<file path="config.mk">
export PLATFORM = sky130hd
export DESIGN_NAME = stop_mode_peripheral_gating
export DESIGN_NICKNAME = d
export VERILOG_FILES = /design/src/hw/stop_gating_pkg.sv /design/src/hw/stop_mode_peripheral_gating.sv
export VERILOG_INCLUDE_DIRS = /design/src /design/src/hw
export SDC_FILE = /design/constraint.sdc
export NUM_CORES = 1
export LEC_CHECK = 0
export BUFFER_PORTS_ARGS = -buffer_cell sky130_fd_sc_hd__clkbuf_2
export CELL_PAD_IN_SITES_DETAIL_PLACEMENT = 1
export CELL_PAD_IN_SITES_GLOBAL_PLACEMENT = 1
export CORE_UTILIZATION = 42
export CTS_BUF_LIST = sky130_fd_sc_hd__clkbuf_4 sky130_fd_sc_hd__clkbuf_8
export DETAILED_ROUTE_END_ITERATION = 10
export GPL_ROUTABILITY_DRIVEN = 0
export MAX_ROUTING_LAYER = met4
export PLACE_DENSITY_LB_ADDON = 0.25
export SLEW_MARGIN = 20
export SYNTH_ARGS = -nofsm -noshare
export SYNTH_HDL_FRONTEND = slang
export SYNTH_SLANG_ARGS = --single-unit
</file>
<file path="constraint.sdc">
create_clock -name sys_clk -period 3.7 [get_ports sys_clk]
set_input_delay 0.37 -clock sys_clk [delete_from_list [all_inputs] [get_ports sys_clk]]
set_output_delay 0.37 -clock sys_clk [all_outputs]
set_load 0.01 [all_outputs]
</file>
<file path="src/hw/stop_gating_defs.svh">
// offsets, reset values and codes for the stop mode gating block
`ifndef STOP_GATING_DEFS_SVH
`define STOP_GATING_DEFS_SVH

`define SG_CFG_OFFSET     12'h000
`define SG_STATUS_OFFSET  12'h004
`define SG_POWER_OFFSET   12'h008
`define SG_CFG_RESET      32'h0000_0000
`define SG_CFG_WMASK      32'h0003_ffff
`define SG_RESP_OKAY      2'h0
`define SG_RESP_SLVERR    2'h2
`define SG_PRESCALER_OFF  4'h0

`endif

</file>
<file path="src/hw/stop_gating_pkg.sv">
// types for the stop mode gating block
package stop_gating_pkg;

   typedef enum logic [2:0] {
      RUN   = 3'h1,
      STOP3 = 3'h2,
      STOP2 = 3'h4
   } stop_state_t;

   typedef enum logic [1:0] {
      PWR_OFF     = 2'h0,
      PWR_STANDBY = 2'h1,
      PWR_ON      = 2'h2
   } power_t;

   // software configuration word, low bit first from the bottom
   typedef struct packed {
      logic [13:0] reserved;
      logic [3:0]  counterPrescalerSelect;
      logic        usbTransceiverEnable;
      logic        usbModuleEnable;
      logic        oscHighRange;
      logic        externalRefStopEnable;
      logic        externalRefClockEnable;
      logic        internalRefStopEnable;
      logic        internalRefClockEnable;
      logic        comparatorBandgapSelect;
      logic        converterAsyncClockEnable;
      logic        debugModeEnable;
      logic        lowVoltageStopEnable;
      logic        lowVoltageDetectEnable;
      logic        partialPowerdownControl;
      logic        stopInstructionEnable;
   } cfg_t;

   typedef struct packed {
      power_t cpu;
      power_t ram;
      power_t flash;
      power_t portRegs;
      power_t converter;
      power_t analogComparator;
      power_t clockGenerator;
      power_t iic;
      power_t counter;
      power_t sci;
      power_t spi;
      power_t tpm;
      power_t regulator;
      power_t externalOscillator;
      power_t usb;
      power_t usbRegulator;
      power_t usbRam;
   } module_power_t;

endpackage : stop_gating_pkg

</file>
<file path="src/hw/stop_mode_peripheral_gating.sv">
// stop mode selection, peripheral and debug clock gating and per-module power gating with an axi4-lite slave
`timescale 1ns/100ps
`include "stop_gating_defs.svh"

// Contract
// - any stop halts all peripheral clocks except listed module exceptions.
// - debug enabled at stop keeps debug clock, still gates peripheral clocks.
// - shallow stop: converter on only with async clock and detector enabled.
// - shallow stop: comparator on; with bandgap select it needs the detector.
// - shallow stop: clock generator on only with both internal reference enables.
// - both stops: counter runs only if prescaler select was nonzero, else off.
// - shallow stop: oscillator on only with both external reference enables.
// - high range oscillator in shallow stop also needs the detector enabled.
// - shallow stop: usb on only with module and transceiver enables, else off.
// - detector enabled for stop keeps regulator on and forces shallow stop.
// - debug enabled turns a deep stop request into a shallow stop.
// - deep stop latches all pin control signals for its duration.
module stop_mode_peripheral_gating #(
   parameter int ADDR_W = 12
) (
   input  wire logic                          sys_clk,
   input  wire logic                          reset,
   input  wire logic                          stopReq,
   input  wire logic                          wakeReq,
   output logic                               illegalStop,
   output logic                               periphClkEn,
   output logic                               debugClkEn,
   output logic                               regulatorActive,
   output logic                               ioHold,
   output stop_gating_pkg::module_power_t     modulePower,
   input  wire logic [ADDR_W-1:0]             s_axi_awaddr,
   input  wire logic                          s_axi_awvalid,
   output logic                               s_axi_awready,
   input  wire logic [31:0]                   s_axi_wdata,
   input  wire logic [3:0]                    s_axi_wstrb,
   input  wire logic                          s_axi_wvalid,
   output logic                               s_axi_wready,
   output logic [1:0]                         s_axi_bresp,
   output logic                               s_axi_bvalid,
   input  wire logic                          s_axi_bready,
   input  wire logic [ADDR_W-1:0]             s_axi_araddr,
   input  wire logic                          s_axi_arvalid,
   output logic                               s_axi_arready,
   output logic [31:0]                        s_axi_rdata,
   output logic [1:0]                         s_axi_rresp,
   output logic                               s_axi_rvalid,
   input  wire logic                          s_axi_rready
);

   if (ADDR_W < 4 || ADDR_W > 32) begin : g_bad_addr_w
      $error("ADDR_W must lie between 4 and 32");
   end

   // a literal cannot be part-selected, so the mask lives in a named constant
   localparam logic [31:0] CFG_WMASK = `SG_CFG_WMASK;

   stop_gating_pkg::cfg_t          cfg_reg;
   stop_gating_pkg::cfg_t          snap_reg;
   stop_gating_pkg::cfg_t          snap_next;
   stop_gating_pkg::stop_state_t   state_reg;
   stop_gating_pkg::stop_state_t   state_next;
   stop_gating_pkg::module_power_t power_next;
   logic                           stopEntry;
   logic                           detectorInStop;
   logic [33:0]                    powerBits;
   logic                           writeGo;

   assign detectorInStop = cfg_reg.lowVoltageDetectEnable & cfg_reg.lowVoltageStopEnable;
   assign stopEntry      = (state_reg == stop_gating_pkg::RUN) & stopReq
                           & cfg_reg.stopInstructionEnable;

   // mode choice at entry
   always_comb begin
      state_next = state_reg;
      snap_next  = snap_reg;
      if (stopEntry) begin
         snap_next = cfg_reg;
         if (cfg_reg.partialPowerdownControl && !cfg_reg.debugModeEnable
             && !detectorInStop) begin
            state_next = stop_gating_pkg::STOP2;
         end else begin
            state_next = stop_gating_pkg::STOP3;
         end
      end else if (state_reg != stop_gating_pkg::RUN && wakeReq) begin
         state_next = stop_gating_pkg::RUN;
      end
   end

   // power decision is taken from the snapshot, so config writes during stop do not disturb it
   function automatic stop_gating_pkg::module_power_t decide(
      input stop_gating_pkg::stop_state_t st,
      input stop_gating_pkg::cfg_t        c
   );
      stop_gating_pkg::module_power_t p;
      logic                           det;
      det = c.lowVoltageDetectEnable & c.lowVoltageStopEnable;
      p   = '{default: stop_gating_pkg::PWR_ON};
      if (st == stop_gating_pkg::STOP2) begin
         p        = '{default: stop_gating_pkg::PWR_OFF};
         p.ram    = stop_gating_pkg::PWR_STANDBY;
         p.usbRam = stop_gating_pkg::PWR_STANDBY;
      end else if (st == stop_gating_pkg::STOP3) begin
         p = '{default: stop_gating_pkg::PWR_STANDBY};
         if (c.converterAsyncClockEnable && det) begin
            p.converter = stop_gating_pkg::PWR_ON;
         end
         if (!c.comparatorBandgapSelect || det) begin
            p.analogComparator = stop_gating_pkg::PWR_ON;
         end
         if (c.internalRefClockEnable && c.internalRefStopEnable) begin
            p.clockGenerator = stop_gating_pkg::PWR_ON;
         end
         if (c.externalRefClockEnable && c.externalRefStopEnable
             && (!c.oscHighRange || det)) begin
            p.externalOscillator = stop_gating_pkg::PWR_ON;
         end
         p.usb = (c.usbModuleEnable && c.usbTransceiverEnable) ?
                 stop_gating_pkg::PWR_ON : stop_gating_pkg::PWR_OFF;
         if (det || c.debugModeEnable) begin
            p.regulator = stop_gating_pkg::PWR_ON;
         end
      end
      if (st != stop_gating_pkg::RUN) begin
         p.counter = (c.counterPrescalerSelect != `SG_PRESCALER_OFF) ?
                     stop_gating_pkg::PWR_ON : stop_gating_pkg::PWR_OFF;
      end
      return p;
   endfunction : decide

   assign power_next = decide(state_next, snap_next);

   always_ff @(posedge sys_clk or posedge reset) begin
      if (reset) begin
         state_reg <= stop_gating_pkg::RUN;
         snap_reg  <= `SG_CFG_RESET;
      end else begin
         state_reg <= state_next;
         snap_reg  <= snap_next;
      end
   end

   // outputs except illegalStop registered from next state so they move with the state
   always_ff @(posedge sys_clk or posedge reset) begin
      if (reset) begin
         modulePower     <= '{default: stop_gating_pkg::PWR_ON};
         periphClkEn     <= 1'b1;
         debugClkEn      <= 1'b1;
         regulatorActive <= 1'b1;
         ioHold          <= 1'b0;
         illegalStop     <= 1'b0;
      end else begin
         modulePower     <= power_next;
         periphClkEn     <= (state_next == stop_gating_pkg::RUN);
         debugClkEn      <= (state_next == stop_gating_pkg::RUN)
                            | snap_next.debugModeEnable;
         regulatorActive <= (power_next.regulator == stop_gating_pkg::PWR_ON);
         ioHold          <= (state_next == stop_gating_pkg::STOP2);
         illegalStop     <= (state_reg == stop_gating_pkg::RUN) & stopReq
                            & ~cfg_reg.stopInstructionEnable;
      end
   end

   // write path: address and data taken together, master holds both until taken
   assign writeGo       = s_axi_awvalid & s_axi_wvalid & ~s_axi_bvalid;
   assign s_axi_awready = writeGo;
   assign s_axi_wready  = writeGo;
   assign s_axi_arready = ~s_axi_rvalid;

   always_ff @(posedge sys_clk or posedge reset) begin
      if (reset) begin
         cfg_reg <= `SG_CFG_RESET;
      end else if (writeGo && s_axi_awaddr == ADDR_W'(`SG_CFG_OFFSET)) begin
         for (int b = 0; b < 4; b++) begin
            if (s_axi_wstrb[b]) begin
               cfg_reg[b*8 +: 8] <= s_axi_wdata[b*8 +: 8] & CFG_WMASK[b*8 +: 8];
            end
         end
      end
   end

   always_ff @(posedge sys_clk or posedge reset) begin
      if (reset) begin
         s_axi_bvalid <= 1'b0;
         s_axi_bresp  <= `SG_RESP_OKAY;
      end else if (writeGo) begin
         s_axi_bvalid <= 1'b1;
         s_axi_bresp  <= (s_axi_awaddr == ADDR_W'(`SG_CFG_OFFSET)) ?
                         `SG_RESP_OKAY : `SG_RESP_SLVERR;
      end else if (s_axi_bready) begin
         s_axi_bvalid <= 1'b0;
      end
   end

   assign powerBits = modulePower;

   always_ff @(posedge sys_clk or posedge reset) begin
      if (reset) begin
         s_axi_rvalid <= 1'b0;
         s_axi_rdata  <= 32'h0000_0000;
         s_axi_rresp  <= `SG_RESP_OKAY;
      end else if (s_axi_arvalid && !s_axi_rvalid) begin
         s_axi_rvalid <= 1'b1;
         s_axi_rresp  <= `SG_RESP_OKAY;
         if (s_axi_araddr == ADDR_W'(`SG_CFG_OFFSET)) begin
            s_axi_rdata <= cfg_reg;
         end else if (s_axi_araddr == ADDR_W'(`SG_STATUS_OFFSET)) begin
            s_axi_rdata <= {23'h000000, powerBits[33:32], ioHold, regulatorActive,
                            debugClkEn, periphClkEn, state_reg};
         end else if (s_axi_araddr == ADDR_W'(`SG_POWER_OFFSET)) begin
            s_axi_rdata <= powerBits[31:0];
         end else begin
            s_axi_rdata <= 32'h0000_0000;
            s_axi_rresp <= `SG_RESP_SLVERR;
         end
      end else if (s_axi_rready) begin
         s_axi_rvalid <= 1'b0;
      end
   end
endmodule : stop_mode_peripheral_gating

</file>
* Word-level counts from Yosys, hierarchy flattened
Index checks and enable logic that the tools add are counted.
Operators by class: $add $sub $neg 0, multiply operators 0, divide/modulo/power cells 0, $lt $le $gt $ge 0, equal/unequal tests 9, shifts and indexed selects 0, multiplexer cells 25, bitwise gates (word level) 11, reduce and logical (&&, ||, !) cells 26
Operators with widths (count):
- $mux W32 | 3
- $mux W34 | 2
- $logic_not A12 Y1 | 2
- $mux W2 | 12
- $mux W18 | 1
- $eq A12 B3 Y1 const B | 1
- $eq A12 B4 Y1 const B | 1
- $logic_and A1 B1 Y1 | 10
- $mux W3 | 3
- $and A1 B1 Y1 | 7
- $eq A3 B1 Y1 const B | 2
- $ne A3 B1 Y1 const B | 2
- $reduce_and A2 Y1 | 3
- $logic_not A1 Y1 | 5
- $mux W1 | 4
- $reduce_bool A2 Y1 | 2
- $reduce_bool A4 Y1 | 1
- $eq A3 B2 Y1 const B | 1
- $eq A3 B3 Y1 const B | 1
- $logic_or A1 B1 Y1 | 3
- $not A1 Y1 | 3
- $eq A2 B2 Y1 const B | 1
- $or A1 B1 Y1 | 1
Storage, ports and cells: bits in registers 116, latch bits 0, bits in writable memories 0, bits in read-only memories 0, input bits 69, output and inout bits 80, logic and storage cells 130, memories 0

* Longest topological paths before layout
depth after elaboration 11, mapped depth 6, gate-level depth less buffers 4

* Least setup slack after synthesis
No wires, ideal clock.
path type in2reg, start point in s_axi_awaddr[9], end point reg cfg_reg[0] in the netlist's numbering, library setup time 0.125 ns, arrival 1.809 ns, required time 3.575 ns, path slack 1.766 ns, stages 4, buffers on the path 0, path through or4_4 > nor4_4 > nand2_4 > mux2_4
On the way: longest elaborated chain between the ends 3
RTL lines:
- from (decl) | line stop_mode_peripheral_gating.sv:31 | input wire logic [ADDR_W-1:0] s_axi_awaddr,
- $logic_not A12 Y1 | line stop_mode_peripheral_gating.sv:172 | end else if (writeGo && s_axi_awaddr == ADDR_W'(`SG_CFG_OFFSET)) begin
- $logic_and A1 B1 Y1 | line stop_mode_peripheral_gating.sv:172
- $reduce_and A2 Y1 (no source line)
- to (signal assigned) | line stop_mode_peripheral_gating.sv:171 | cfg_reg <= `SG_CFG_RESET;
- to (signal, indexed assignment) | line stop_mode_peripheral_gating.sv:175 | cfg_reg[b*8 +: 8] <= s_axi_wdata[b*8 +: 8] & CFG_WMASK[b*8 +: 8];
- to (decl) | line stop_mode_peripheral_gating.sv:57 | stop_gating_pkg::cfg_t cfg_reg;
No other way between the ends. A chain may end at the register's enable or synchronous reset.

==> flow_summary.toml <==
[detailed_routing]
routed-via-count = 3092
wl_microns = 10280
via_per_inst = 5.111
drc_errors = 0
initialDrtViolationCount = 93
ant_nets = 0
wl_per_cell_microns = 16.99
firstDrtPassIters = 4

[cells_and_area]
area_delta_synth_final_pct = 20.54
utilization_pct = 52.28
antennaDiodeCount = 0
nets = 540
largest_reg_flops = 27
final_cell_mix = "clkbuf_2 (130), dfrtp_1 (77), nand2_1 (47), mux2_4 (18), a21oi_1 (18)"
final_common_cell = "clkbuf_2"
layout-drive-gt1-share_pct = 40.13

[worst_setup_path]
slowest_stage = "dfstp_2"
critical_path.top_delay_family = "simple AND/OR/NAND/NOR gates"
path_cells = "nor4bb_1, buf_4, nand2_4, mux2_4, or4b_1"
worstSetupStartpointType = "register"
required_ns = 3.98
slowest_delay_ns = 0.59
worstPathMaxFanout = 13
path_buf_inv = 1
crit_type = "reg -> reg"
critPathCaptureType = "register"
cp.arrival_ns = 2.52

[timing]
finClkSkew_ns = 0.01252
max_freq_ghz = 0.4458
hold_viol_final = 0
tightest_slew_ns = 0.8678
fin_crit_ns = 2.243
setup_viol = 0
relSlewSlack_pct = 42.08
period_share_pct = 60.62
holdWs_ns = 0.1254
drv_slew = 0
fin_tns_setup_ns = 0
grt_setup_unrepaired = "false"

[worst_hold_path]
holdCritPathClass = "in -> async"

[grt]
grtUsageTotal_pct = 22.67
grt_pass1_vias = 3183
grt_pass1_wl_microns = 16720
overflow = 0
antenna_found_initial = 0
grt_max_degree = 50

[clock_network]
clk_pin_slew_ns = 0.09
root_buffer = "clkbuf_8"
clock_latency_ns = 0.37
tritoncts = "built"
cts_resized = 0
cts_made_buffers = 9
clockBufferDepth = 2
htree_levels = 3
cts_sinks = 89
hold_buffers = 0
cts_setup_buffers = 0

[pwr]
p_leak_nw = 2.576
vdd_drop_max_mv = 0.1721
powerDensity_mw_per_mm2 = 383.9

[floorplanning]
rows = 35
num_io_pins = 149
core_sq_mm = 0.009284
die_h_microns = 99.91
initial_core_util_pct = 43.37
die_w_microns = 99.91
die_area_sq_mm = 0.009982

[synthesis]
synth_edf_count = 0
async_reset_ff_share_pct = 100.0
syn_inst = 362
ys.flop_type = "dfrtp_1"
ys_ff_latch = 89
ys_seq_area_share_pct = 55.69
synth.distinct_cells = 49
synthesis.area_sq_mm = 0.004026
syn_area_per_cell_sq_um = 11.12
yosysWarnings = 0

[placed_design]
place_hpwl_microns = 7759
portBuffers = 130

[job]
maxCapViolations = 0

[status]
status = "finished clean"
report_power, final:
group          switching (W)  internal [W]  leakage [nW]
registers         0.00000853      0.000986          1.18
logic              0.0000886     0.0000532          1.29
clock network       0.000347      0.000380         0.109
total               0.000444       0.00142          2.58
cells by family (layout without fill, tap and decap cells):
logic type / Yosys count / in the layout / share of synthesized area [%]
buffers and inverters: 50 / 161 / 7.241
DFF: 89 / 89 / 55.69
and+or+nand+nor: 117 / 117 / 15.29
AOI/OAI and AO/OA: 67 / 67 / 9.758
muxes: 38 / 38 / 11.93
other: 1 / 4 / 0.09314
worst register-to-register path: stages, from the launching register on:
cell      delay [ns]
dfstp_2         0.59
nor4bb_1        0.30
buf_4           0.24
nand2_4         0.15
mux2_4          0.36
or4b_1          0.52
metal layers:
layer | GRT usage (%) | part of all wire, %
met3 | 4.039 | 4.1
met5 | - | 0
met2 | 36.34 | 48
met1 | 29.49 | 47
met4 | 6.900 | 1.1
final cells by class:
type	count	area (sq um)
multi-input cells	226	1504
flip-flops and latches	89	2242
clock buffers	9	123.9
clock inverters	7	95.09
well taps	129	161.4
repair buffers	135	688.2
inverters	10	38.79
fillers	1084	4431
per-stage QoR:
step           instance area [sq um]  cells  setup slack [ns]  total power, W
3_5_place_dp                    4634    589             1.483        0.001158
4_1_cts                         4853    605             1.471        0.001890
5_1_grt                         4853    605             1.364        0.001943
3_3_place_gp                    4634    589             1.547        0.001154
2_1_floorplan                   4038    365             1.043        0.001091
6_report                        4853    605             1.457        0.001863
worst paths after layout:
kind	start	endpoint	slack [ns]	depth (start not counted)
min in group sys_clk	s_axi_rready	s_axi_rvalid	0.18	2
worst max register to register	state_reg[0]	modulePower[17]	1.46	5
max in group asynchronous	reset	modulePower[21]	2.69	3
worst min register to register	s_axi_rdata[22]	s_axi_rdata[22]	0.48	2
worst min-delay path	reset	s_axi_rdata[10]	0.13	2
worst max-delay path	state_reg[0]	modulePower[17]	1.46	5
cells in the mapped netlist (2+ instances only):
| cell type | n | share of area (%) |
|---|---|---|
| dfrtp_1 | 77 | 48 |
| nand2_1 | 47 | 4.4 |
| buf_4 | 27 | 5.0 |
| a21oi_1 | 18 | 2.2 |
| mux2_4 | 18 | 6.7 |
| o21ai_0 | 17 | 2.1 |
| nand3_1 | 16 | 2.0 |
| nor2_1 | 16 | 1.5 |
| dfstp_2 | 12 | 7.8 |
| mux2i_1 | 12 | 3.0 |
| o21ai_1 | 12 | 1.5 |
| clkbuf_1 | 10 | 0.93 |
| inv_1 | 10 | 0.93 |
| mux2_1 | 7 | 2.0 |
| nand2b_1 | 5 | 0.78 |
| o22ai_1 | 4 | 0.62 |
| or4_1 | 4 | 0.75 |
| a22o_1 | 3 | 0.65 |
| a31oi_1 | 3 | 0.47 |
| a32o_1 | 3 | 0.75 |
| and2_1 | 3 | 0.47 |
| nand2_4 | 3 | 0.84 |
| nor4_1 | 3 | 0.47 |
| and3_1 | 2 | 0.31 |
| buf_2 | 2 | 0.25 |
| nand4_1 | 2 | 0.31 |
| nor2b_1 | 2 | 0.31 |
| nor3_1 | 2 | 0.25 |
| o31ai_1 | 2 | 0.37 |
Power figures use the tool's default switching activity.
